### config.mk
export PLATFORM = sky130hd
export DESIGN_NAME = incdec_core
export DESIGN_NICKNAME = d
export VERILOG_FILES = /design/src/rtl/incdec_pkg.sv /design/src/rtl/incdec_alu.sv /design/src/rtl/incdec_core.sv
export SDC_FILE = /design/constraint.sdc
export NUM_CORES = 1
export LEC_CHECK = 0
export BUFFER_PORTS_ARGS = -buffer_cell sky130_fd_sc_hd__clkbuf_2
export CAP_MARGIN = 40
export CORE_MARGIN = 4
export CORE_UTILIZATION = 56
export CTS_BUF_LIST = sky130_fd_sc_hd__clkbuf_4 sky130_fd_sc_hd__clkbuf_8 sky130_fd_sc_hd__clkbuf_16
export DETAILED_ROUTE_END_ITERATION = 10
export HOLD_SLACK_MARGIN = 0.12
export PLACE_DENSITY = 0.85
export SLEW_MARGIN = 40
export SYNTH_ARGS = -nofsm -noshare
export SYNTH_HDL_FRONTEND = slang
export SYNTH_SLANG_ARGS = --single-unit
### constraint.sdc
create_clock -name clk -period 6.2 [get_ports clk]
set_clock_uncertainty 0.1 [all_clocks]
set_input_delay 0.93 -clock clk [delete_from_list [all_inputs] [get_ports clk]]
set_output_delay 0.93 -clock clk [all_outputs]
set_load 0.03 [all_outputs]
### src/rtl/incdec_pkg.sv
// Constants, operation codes and carrier types of the inc/dec/power-down core
package incdec_pkg;
  localparam int          DATA_W       = 8;
  localparam int          MEM_DEPTH    = 16;
  localparam int          MEM_AW       = 4;
  localparam int          BUS_AW       = 8;
  localparam logic [7:0]  ONE          = 8'h01;
  localparam logic [7:0]  BYTE_ZERO    = 8'h00;
  // Bus map: data memory at 0x00..0x0f, then accumulator and status
  localparam logic [7:0]  MEM_BASE     = 8'h00;
  localparam logic [7:0]  MEM_LAST     = 8'h0f;
  localparam logic [7:0]  ACCUM_ADDR   = 8'h10;
  localparam logic [7:0]  STATUS_ADDR  = 8'h11;
  // Status register bit positions
  localparam int          ST_ZERO      = 0;
  localparam int          ST_CARRY     = 1;
  localparam int          ST_PWR_DOWN  = 2;
  localparam int          ST_TOF       = 3;
  localparam logic [7:0]  ACCUM_RESET  = 8'h00;
  localparam logic        READY_RESET  = 1'b1;
  localparam logic [7:0]  MEM_RESET    = 8'h00;

  typedef enum logic [2:0] {
    OP_NOP,
    OP_DEC_TO_ACCUM,
    OP_INC_MEM,
    OP_INC_TO_ACCUM,
    OP_POWER_DOWN
  } op_t;

  typedef struct packed {
    logic              valid;
    op_t               op;
    logic [MEM_AW-1:0] addr;
  } instr_t;

  typedef struct packed {
    logic              wr;
    logic              rd;
    logic [BUS_AW-1:0] addr;
    logic [DATA_W-1:0] wdata;
  } bus_req_t;
endpackage : incdec_pkg

### src/rtl/incdec_alu.sv
// Increment/decrement datapath with zero detection
`timescale 1ns/100ps
module incdec_alu (
  input  wire incdec_pkg::op_t  op,
  input  wire logic [7:0]       operand,
  output logic      [7:0]       result,
  output logic                  zero
);
  always_comb begin
    // Modulo-256 wrap comes free from the 8-bit width
    if (op == incdec_pkg::OP_DEC_TO_ACCUM) begin
      result = operand - incdec_pkg::ONE;
    end else begin
      result = operand + incdec_pkg::ONE;
    end
    zero = (result == incdec_pkg::BYTE_ZERO);
  end
endmodule : incdec_alu

### src/rtl/incdec_core.sv
// Core executing decrement/increment and power-down instructions
//
// The address map and strobed register access were chosen for this implementation.
`timescale 1ns/100ps
module incdec_core (
  input  wire logic                    clk,
  input  wire logic                    reset_n,
  input  wire incdec_pkg::instr_t      instr,
  input  wire incdec_pkg::bus_req_t    bus,
  input  wire logic                    watchdog_timeout_event,
  output logic                         instr_ready,
  output logic [7:0]                   rdata,
  output logic [7:0]                   accumulator,
  output logic                         zero_flag,
  output logic                         power_down_flag,
  output logic                         watchdog_timeout_flag,
  output logic                         clock_gated,
  output logic                         watchdog_clear
);
  typedef struct packed {
    logic [incdec_pkg::MEM_DEPTH-1:0][7:0] mem;
    logic [7:0]                            accum;
    logic                                  zero;
    logic                                  carry;
    logic                                  pwr_down;
    logic                                  tof;
    logic                                  halted;
    logic                                  ready;
    logic                                  wdog_clr;
    logic [7:0]                            rdata;
  } state_t;

  state_t     s_reg;
  state_t     s_next;
  logic       take;
  logic [7:0] operand;
  logic [7:0] alu_result;
  logic       alu_zero;
  logic       bus_mem_hit;

  assign take        = instr.valid && !s_reg.halted;
  assign operand     = s_reg.mem[instr.addr];
  assign bus_mem_hit = (bus.addr <= incdec_pkg::MEM_LAST);

  incdec_alu u_incdec_alu (
    .op      (instr.op),
    .operand (operand),
    .result  (alu_result),
    .zero    (alu_zero)
  );

  always_comb begin
    s_next         = s_reg;
    s_next.wdog_clr = 1'b0;
    s_next.rdata   = incdec_pkg::BYTE_ZERO;
    // Register port; stays live in power down so software can inspect state
    if (bus.rd) begin
      if (bus_mem_hit) begin
        s_next.rdata = s_reg.mem[bus.addr[incdec_pkg::MEM_AW-1:0]];
      end else if (bus.addr == incdec_pkg::ACCUM_ADDR) begin
        s_next.rdata = s_reg.accum;
      end else if (bus.addr == incdec_pkg::STATUS_ADDR) begin
        s_next.rdata[incdec_pkg::ST_ZERO]     = s_reg.zero;
        s_next.rdata[incdec_pkg::ST_CARRY]    = s_reg.carry;
        s_next.rdata[incdec_pkg::ST_PWR_DOWN] = s_reg.pwr_down;
        s_next.rdata[incdec_pkg::ST_TOF]   = s_reg.tof;
      end
    end
    if (bus.wr) begin
      if (bus_mem_hit) begin
        s_next.mem[bus.addr[incdec_pkg::MEM_AW-1:0]] = bus.wdata;
      end else if (bus.addr == incdec_pkg::ACCUM_ADDR) begin
        s_next.accum = bus.wdata;
      end else if (bus.addr == incdec_pkg::STATUS_ADDR) begin
        s_next.zero     = bus.wdata[incdec_pkg::ST_ZERO];
        s_next.carry    = bus.wdata[incdec_pkg::ST_CARRY];
        s_next.pwr_down = bus.wdata[incdec_pkg::ST_PWR_DOWN];
        s_next.tof   = bus.wdata[incdec_pkg::ST_TOF];
      end
    end
    // Instruction writes after the bus so it wins a same-cycle collision
    if (take) begin
      case (instr.op)
        incdec_pkg::OP_DEC_TO_ACCUM,
        incdec_pkg::OP_INC_TO_ACCUM: begin
          s_next.accum = alu_result;
          s_next.zero = alu_zero;
        end
        incdec_pkg::OP_INC_MEM: begin
          s_next.mem[instr.addr] = alu_result;
          s_next.zero            = alu_zero;
        end
        incdec_pkg::OP_POWER_DOWN: begin
          // Memory, accumulator and other flags are left as they are
          s_next.halted   = 1'b1;
          s_next.ready    = 1'b0;
          s_next.wdog_clr = 1'b1;
          s_next.pwr_down = 1'b1;
          s_next.tof     = 1'b0;
        end
        default: begin
          s_next.halted = s_reg.halted;
        end
      endcase
    end
    // A time-out in the same cycle as a clear must not be lost
    if (watchdog_timeout_event) begin
      s_next.tof = 1'b1;
    end
  end

  always_ff @(posedge clk) begin
    if (!reset_n) begin
      s_reg     <= '0;
      s_reg.accum <= incdec_pkg::ACCUM_RESET;
      s_reg.ready <= incdec_pkg::READY_RESET;
      for (int i = 0; i < incdec_pkg::MEM_DEPTH; i++) begin
        s_reg.mem[i] <= incdec_pkg::MEM_RESET;
      end
    end else begin
      s_reg <= s_next;
    end
  end

  // Exit from power down is only by reset: wake-up lies outside this block
  // Ready has a flop of its own so the pin is not an inverter after halted
  assign instr_ready           = s_reg.ready;
  assign clock_gated           = s_reg.halted;
  assign rdata                 = s_reg.rdata;
  assign accumulator           = s_reg.accum;
  assign zero_flag             = s_reg.zero;
  assign power_down_flag       = s_reg.pwr_down;
  assign watchdog_timeout_flag = s_reg.tof;
  assign watchdog_clear        = s_reg.wdog_clr;

  logic is_dec;
  logic is_inc_accum;
  logic is_incm;
  logic is_pd;
  assign is_dec       = take && instr.op == incdec_pkg::OP_DEC_TO_ACCUM;
  assign is_inc_accum = take && instr.op == incdec_pkg::OP_INC_TO_ACCUM;
  assign is_incm = take && instr.op == incdec_pkg::OP_INC_MEM;
  assign is_pd   = take && instr.op == incdec_pkg::OP_POWER_DOWN;
endmodule : incdec_core

# [After elaboration in Yosys (flattened, before gate mapping)]
# Index checks and enable logic that the tools add are counted.
# W data, S select, Z words.
[totals] ff_bits=151 in_bits=29 out_inout_bits=22 elab_cells=81
[op_classes] add_sub_neg=2 n_lt_le_gt_ge=5 eq_ne=6 muxes=30 n_bitwise=2 reduce_logical=11
[op_table] operator="$bwmux W128" count=2
[op_table] operator="$mux W128" count=2
[op_table] operator="$mux W140" count=1
[op_table] operator="$mux W137" count=1
[op_table] operator="$bmux W8 S4" count=2
[op_table] operator="$demux W8 S4" count=2
[op_table] operator="$mux W8" count=8
[op_table] operator="$mux W4" count=5
[op_table] operator="$eq A8 B5 Y1 const B" count=2
[op_table] operator="$mux W12" count=1
[op_table] operator="$lt A4 B5 Y1 const B" count=2
[op_table] operator="$add A8 B1 Y8 const B" count=1
[op_table] operator="$ge A4 B1 Y1 const B" count=2
[op_table] operator="$le A8 B4 Y1 const B" count=1
[op_table] operator="$logic_not A8 Y1" count=1
[op_table] operator="$sub A8 B1 Y8 const B" count=1
[op_table] operator="$eq A3 B2 Y1 const B" count=2
[op_table] operator="$reduce_and A2 Y1" count=3
[op_table] operator="$mux W5" count=1
[op_table] operator="$mux W2" count=2
[op_table] operator="$reduce_and A4 Y1" count=1
[op_table] operator="$eq A3 B1 Y1 const B" count=1
[op_table] operator="$eq A3 B3 Y1 const B" count=1
[op_table] operator="$logic_and A1 B1 Y1" count=3
[op_table] operator="5 further kinds" count=8

# [Longest topological paths before layout]
# Gate-level depths: netlist of the first run.
[depth] word_depth=10 depth_mapped=17 ltp_nobuf=12

# [Cells and area by module]
# Synthesis of the first run repeated with hierarchy kept, for this count alone.
[unflattened] cells_unflattened=984 area_unflattened_um2=9451.6
[modules_own_cells] module="incdec_core" n_inst=1 cells_each=939 area_each_um2=9133.8 seq_area_each_um2=3022.9
[modules_own_cells] module="incdec_alu" n_inst=1 cells_each=45 area_each_um2=317.8 seq_area_each_um2=0.0

# [Least setup slack after synthesis of the first run]
# Ideal clock, no wire load.
[synth_timing] path_type="input port to flip-flop" startpoint="input instr[0] (netlist name)" endpoint="register s_reg, in the netlist accumulator[6]" setup_ns=0.059 t_arrival_ns=4.630 required_ns=6.041 setup_slack_ns=1.412 stages=11 path_buffers=3 path_cell_list="buf_6 -> buf_1 -> mux4_2 -> mux4_2 -> ha_1 -> nor2b_1 -> o21a_1 -> o21a_1 -> o311ai_1 -> clkbuf_1 -> o211a_1"
[synth_between] elab_chain_cells=6 elab_cells_between_ends=7 classes_between="2 x add/sub; 5 x mux"
[synth_lines] element="start, declared" line_no="incdec_core.sv:8" text="input wire incdec_pkg::instr_t instr,"
[synth_lines] element="$bmux W8 S4 *" line_no="incdec_core.sv:42" text="assign operand = s_reg.mem[instr.addr];"
[synth_lines] element="$mux W8 (implied by the code) *" line_no="incdec_core.sv:42"
[synth_lines] element="$add A8 B1 Y8 or $sub A8 B1 Y8 (tied branches)" line_no="incdec_alu.sv:14, incdec_alu.sv:12"
[synth_lines] element="$mux W8 *" line_no="incdec_alu.sv:11" text="if (op == incdec_pkg::OP_DEC_TO_ACCUM) begin"
[synth_lines] element="$mux W8 *" line_no="incdec_core.sv:83" text="case (instr.op)"
[synth_lines] element="$mux W137 *" line_no="incdec_core.sv:82" text="if (take) begin"
[synth_lines] element="end signal, assigned" line_no="incdec_core.sv:121" text="s_reg <= s_next;"
[synth_lines] element="end, declared" line_no="incdec_core.sv:33" text="state_t s_reg;"
# Mark *: on every way between the ends. The rest lies on a longest branch, timed or not. The select of a mux whose other input is x is not followed.
# A chain may end at the register's enable or synchronous reset.

# [Worst setup path in the final report of the first run]
[layout_timing] startpoint="input instr[1] (netlist name)" endpoint="register s_reg[84] (netlist name)"
[layout_between] elab_chain_cells=7 elab_cells_between_ends=13 classes_between="2 x add/sub; 2 x order compare; 8 x mux; 1 x reduce/logical"
[layout_lines] element="$bmux W8 S4, or another cell as far along" line_no="incdec_core.sv:42"
[layout_lines] element="$mux W8 (implied by the code) or $logic_and A1 B1 Y1 (tied branches)" line_no="incdec_core.sv:42, incdec_core.sv:90"
[layout_lines] element="$add A8 B1 Y8, or another cell as far along" line_no="incdec_alu.sv:14" text="result = operand + incdec_pkg::ONE;"
[layout_lines] element="$mux W8 or $demux W8 S4 (tied branches)" line_no="incdec_alu.sv:11, incdec_core.sv:90"
[layout_lines] element="$bwmux W128 *" line_no="incdec_core.sv:90" text="s_next.mem[instr.addr] = alu_result;"
[layout_lines] element="$mux W128 *" line_no="incdec_core.sv:83"
[layout_lines] element="$mux W137 *" line_no="incdec_core.sv:82"
# Marked as above.

==> flow_summary.json, run 1 <==
{
  "h-tree-depth": 4,
  "cts_hold_buf": 0,
  "place_area_um2": 9910,
  "min_from": "instr_ready",
  "placed_cells": 1285,
  "post_route_cells_drive_above_1_share": 0.199,
  "die_x_um": 140,
  "hpwl_um": 21200,
  "ioPinCount": 51,
  "setup_violations": 0,
  "antenna_found_initial": 1,
  "cts_sinks": 151,
  "holdPathStages": 2,
  "grt_overflow": 0,
  "fin_crit_ps": 4550,
  "postLayoutCellArea_um2": 10500,
  "syn_nets": 1143,
  "r2r-start": "s_reg[95]",
  "rsz0062_at_grt": "false",
  "slew_violations": 0,
  "crit_fanout": 27,
  "synth_seq_cells": 151,
  "cp_data_required_time_ps": 6480,
  "ys.warnings.count": 0,
  "clockBufferDepth": 2,
  "avgRoutedWirePerCell_um": 23.9,
  "hold_class": "register to register",
  "cts_resized": 0,
  "tns_ps": 0,
  "clk_pin_slew_worst_paths_ps": 60,
  "power.static_leakage_nw": 4.95,
  "grt_pass1_wl_um": 49500,
  "drt.antenna.violating_nets": 0,
  "ys_types": 57,
  "dieHeight_um": 140,
  "reg2regPathDepth": 13,
  "dp_slack_ps": 1310,
  "n_antenna_cell": 0,
  "clk_latency_ps": 450,
  "worst_slack_ps": 1650,
  "grt_pass1_vias": 9132,
  "drc_errors": 0,
  "period_share": 0.735,
  "routed_wl_um": 31500,
  "tightest_slew_ps": 825,
  "cts_setup_buffers": 0,
  "start_util": 0.578,
  "critical_path.startpoint_type": "input pin",
  "first_iter_violations": 1731,
  "stdcell_count": 1317,
  "fmax_mhz": 220,
  "arrival_ps": 4840,
  "powerDensity_nw_per_um2": 215,
  "synthArstFlopShare": 0,
  "worst_hold_path.endpoint": "instr_ready",
  "syn_inst": 1106,
  "ir_drop_v": 0.000192,
  "num_vias": 9417,
  "core_area_um2": 16800,
  "syn_area_per_cell_um2": 8.80,
  "viasPerCell": 7.15,
  "gp_congestion": 1.01,
  "r2r_slack_ps": 2550,
  "cts_buffers": 17,
  "crit_start": "instr[1]",
  "dieArea_um2": 19500,
  "rows": 47,
  "areaGrowthSynthToFinish_pct": 8.09,
  "relSlewSlack": 0.450,
  "grt_usage": 0.319,
  "yosysSeqAreaShare": 0.311,
  "first_pass_iters": 8,
  "grt_max_degree": 74,
  "cts_tree": "done",
  "port_buffers": 50,
  "crit_path_end_kind": "register",
  "largest_reg_flops": 129,
  "cap_violations": 0,
  "synth-edff-count": 0,
  "final_net_count": 1121,
  "hold_violations": 0,
  "ys.flop_type": "dfxtp_1",
  "status": "complete, no violations",
  "syn_area_um2": 9730,
  "timing.rr.end": "s_reg[99]",
  "cts-root-buf": "clkbuf_16",
  "utilization": 0.625,
  "critical_path_class": "input pin to register"
}
-- synth_stat cells (2+ instances only) --
cell,number,area (µm²)
nand2_1,227,852
dfxtp_1,151,3020
nand3_1,150,751
and3_1,73,457
mux4_2,73,1640
clkbuf_1,70,263
o21ai_0,59,295
o211a_1,51,510
nor2_1,44,165
mux2i_1,38,380
buf_4,19,143
mux2_2,17,191
a21oi_1,14,70.1
a21oi_2,10,87.6
buf_1,9,33.8
buf_2,9,45.0
ha_1,7,87.6
inv_1,7,26.3
nor2b_1,6,37.5
nor3_1,5,25.0
or3_1,5,31.3
a222oi_1,4,40.0
a22oi_1,4,30.0
nand2b_1,4,25.0
o21a_1,4,30.0
or2_2,4,25.0
mux4_1,3,78.8
a21boi_0,2,15.0
and2_1,2,12.5
and4_1,2,17.5
buf_6,2,22.5
nor3_4,2,32.5
nor3b_1,2,15.0
o21ai_1,2,10.0
o31a_1,2,17.5
xnor2_2,2,32.5
-- how the worst max path moves through the flow --
stage                      to  cells past startpoint
3_3_place_gp       s_reg[132]                     10
3_5_place_dp        s_reg[74]                     10
4_1_cts             s_reg[90]                     10
5_1_grt             s_reg[68]                     11
2_1_floorplan  accumulator[6]                     11
6_report            s_reg[84]                     11
-- power by group --
part	internal [mW]	switching (mW)
sequential	0.978	0.00728
clock	0.606	0.449
combinational	0.0645	0.156
total	1.65	0.612
-- through the flow --
step	hold slack (ps)	power, mW
after floorplan	343	1.15
after global placement	331	1.21
after detailed placement	352	1.21
after CTS	362	2.24
after global routing	402	2.31
final	353	2.26
-- layout by cell type, fill, tap and decap left out, types with 5 or more instances in the layout --
master     netlist  routed
nand3_1        150     150
mux2_2          17      17
a21oi_2         10      10
mux2i_1         38      38
nor3_1           5       5
or3_1            5       5
dfxtp_1        151     151
and3_1          73      72
inv_1            7       7
clkbuf_16        0      17
a21oi_1         14      14
o21ai_0         59      59
buf_4           19      19
clkbuf_2         0      49
nand2_1        227     227
nor2_1          44      44
o211a_1         51      51
mux4_2          73      73
ha_1             7       7
nor2b_1          6       6
-- critical path, cell delays in order --
cell	delay, ps
clkbuf_2	560
buf_4	420
mux4_2	370
mux4_2	530
ha_1	390
a21oi_1	370
nor2_1	80
a21oi_1	130
o31a_1	170
and2_1	600
o211a_1	270
-- cell families after synthesis --
kind of cell / share of synthesized area
AOI/OAI and AO/OA: 0.123
xor gates and xnor gates: 0.00682
adders and majority gates: 0.0111
buffers and inverters: 0.0548
DFF: 0.311
muxes: 0.237
and+or+nand+nor: 0.256
-- cell type report --
| cell class | count | area, µm² |
|---|---|---|
| Sequential cell | 151 | 3020 |
| Tap cell | 220 | 275 |
| Clock inverter | 13 | 146 |
| Timing Repair Buffer | 68 | 388 |
| Multi-Input combinational cell | 839 | 6220 |
| Clock buffer | 19 | 440 |
| Fill cell | 1292 | 6300 |
| Inverter | 7 | 26.3 |
-- routing by layer --
metal	share of wire	vias up	track usage
met1	0.35	4373	0.407
met4	0.066	2	0.190
met2	0.44	854	0.484
li1	-	3982	-
met5	0.00041	-	0
met3	0.14	206	0.0882
Power figures use the tool's default switching activity.
==> run 2, diff against run 1 <==
--- a/config.mk
+++ b/config.mk
@@ -12,7 +12,7 @@
 export CTS_BUF_LIST = sky130_fd_sc_hd__clkbuf_4 sky130_fd_sc_hd__clkbuf_8 sky130_fd_sc_hd__clkbuf_16
 export DETAILED_ROUTE_END_ITERATION = 10
 export HOLD_SLACK_MARGIN = 0.12
-export PLACE_DENSITY = 0.85
+export PLACE_DENSITY = 0.88
 export SLEW_MARGIN = 40
 export SYNTH_ARGS = -nofsm -noshare
 export SYNTH_HDL_FRONTEND = slang
==> constraint.sdc (replaced) <==
create_clock -name clk -period 4.11 [get_ports clk]
set_clock_uncertainty 0.1 [all_clocks]
set_input_delay 0.6165 -clock clk [delete_from_list [all_inputs] [get_ports clk]]
set_output_delay 0.6165 -clock clk [all_outputs]
set_load 0.03 [all_outputs]
==> run 2 against run 1 <==
  * Non-clock buffer count increased by 14
  * Clock power is 56% higher
  * Via count is 0.78% higher
  * Core utilization grew 1.1 points
==> flow_summary.json, run 2 (synthesis gave the netlist of run 1 again) <==
{
  "first_iter_violations": 1666,
  "intPower_mw": 2.57,
  "drc_errors": 0,
  "viasPerCell": 7.13,
  "power.static_leakage_nw": 5.05,
  "first_pass_iters": 7,
  "h-tree-depth": 4,
  "n_antenna_cell": 0,
  "ir_drop_v": 0.000309,
  "crit_path_end_kind": "register",
  "post_route_cells_drive_above_1_share": 0.206,
  "clk_latency_ps": 440,
  "clk_pin_slew_worst_paths_ps": 60,
  "drt.antenna.violating_nets": 0,
  "critical_path_class": "input pin to register",
  "grt_pass1_wl_um": 49900,
  "hold_violations": 0,
  "final_cell_mix": "nand2_1 (227), dfxtp_1 (151), nand3_1 (150)",
  "final_net_count": 1135,
  "grt_overflow": 0,
  "cap_violations": 0,
  "setup_violations": 0,
  "hpwl_um": 21900,
  "critical_path.startpoint_type": "input pin",
  "cts_setup_buffers": 0,
  "dieArea_um2": 19500,
  "largest_reg_flops": 129,
  "grt_pass1_vias": 8918,
  "fin_crit_ps": 3640,
  "holdPathStages": 2,
  "hold_class": "input pin to register",
  "clkPwrFrac": 0.472,
  "num_vias": 9490,
  "ioPinCount": 51,
  "crit_fanout": 21,
  "rows": 47,
  "cts_tree": "done",
  "slew_violations": 0,
  "layout_commonest_cell": "nand2_1",
  "start_util": 0.578,
  "reg2regPathDepth": 11,
  "avgRoutedWirePerCell_um": 24.2,
  "cts_buffers": 17,
  "arrival_ps": 3870,
  "cts_resized": 0,
  "areaGrowthSynthToFinish_pct": 9.97,
  "status": "complete, no violations",
  "tightest_slew_ps": 1000,
  "cts_sinks": 151,
  "clockBufferDepth": 2,
  "cp_data_required_time_ps": 4340,
  "die_x_um": 140,
  "switchingPower_mw": 0.905,
  "routed_wl_um": 32200,
  "p_seq_frac": 0.428,
  "switching_share": 0.261,
  "cts-root-buf": "clkbuf_16",
  "rsz0062_at_grt": "false",
  "grt_usage": 0.322,
  "r2r_slack_ps": 710,
  "fmax_mhz": 275,
  "port_buffers": 50,
  "cts_hold_buf": 0,
  "tns_ps": 0,
  "grt_max_degree": 84,
  "powerDensity_nw_per_um2": 325,
  "core_area_um2": 16800,
  "utilization": 0.636,
  "dieHeight_um": 140,
  "period_share": 0.885,
  "gp_congestion": 1.01,
  "relSlewSlack": 0.332,
  "power_frac_comb": 0.099,
  "antenna_found_initial": 1
}
## run 2: cell count changes in the layout (fill, tap and decap cells not counted), moves of 2 or more
cell and delta:
buf_4 +8, inv_6 -3, buf_12 +6, clkinv_2 +2
## run 2: cell type report
| cell class | instances | area [µm²] |
|---|---|---|
| sequential | 151 | 3020 |
| fill | 1329 | 6120 |
| tap | 220 | 275 |
| inverter | 7 | 26.3 |
| timing repair buffer | 82 | 568 |
| clock inverter | 12 | 151 |
| clock buffer | 20 | 454 |
| multi-input combinational | 839 | 6200 |
## run 2: power groups by stage
stage / clock [mW] / sequential, mW / combinational (mW)
global route: 1.70 / 1.49 / 0.359
CTS: 1.63 / 1.49 / 0.331
global placement: 0 / 1.52 / 0.323
floorplan: 0 / 1.52 / 0.222
detailed placement: 0 / 1.52 / 0.329
finish: 1.64 / 1.49 / 0.345
## run 2: worst max-delay path, stage by stage
cell	delay, ps
clkbuf_2	160
buf_12	200
mux4_2	570
mux4_2	530
ha_1	400
a21oi_1	260
buf_4	170
nand2_1	50
a31oi_1	140
mux2i_1	110
and2_1	160
buf_4	210
o211a_1	260
## run 2: path summary, 6_finish.rpt
kind,from,endpoint
setup / recovery,instr[0],s_reg[84]
hold / removal,watchdog_timeout_event,watchdog_timeout_flag
setup reg to reg,s_reg[51],s_reg[84]
hold reg to reg,instr_ready,instr_ready
## run 2: layer usage
layer / track usage / wire length, µm / part of all wire / vias to the layer above
met3: 0.0981 / 4600 / 0.14 / 153
met1: 0.412 / 11400 / 0.35 / 4490
met4: 0.150 / 1560 / 0.048 / 2
met5: 0 / 13 / 0.00040 / -
li1: - / - / - / 4023
met2: 0.502 / 14600 / 0.45 / 822
## run 2: metrics by stage
step	hold slack, ps	power, mW	std cells	area, µm²	setup slack, ps
after floorplan	343	1.74	1106	9740	10.8
after global placement	329	1.84	1299	10100	33.8
after detailed placement	337	1.85	1299	10100	111
after CTS	282	3.45	1331	10700	547
after global routing	297	3.55	1331	10700	379
final	283	3.47	1331	10700	472
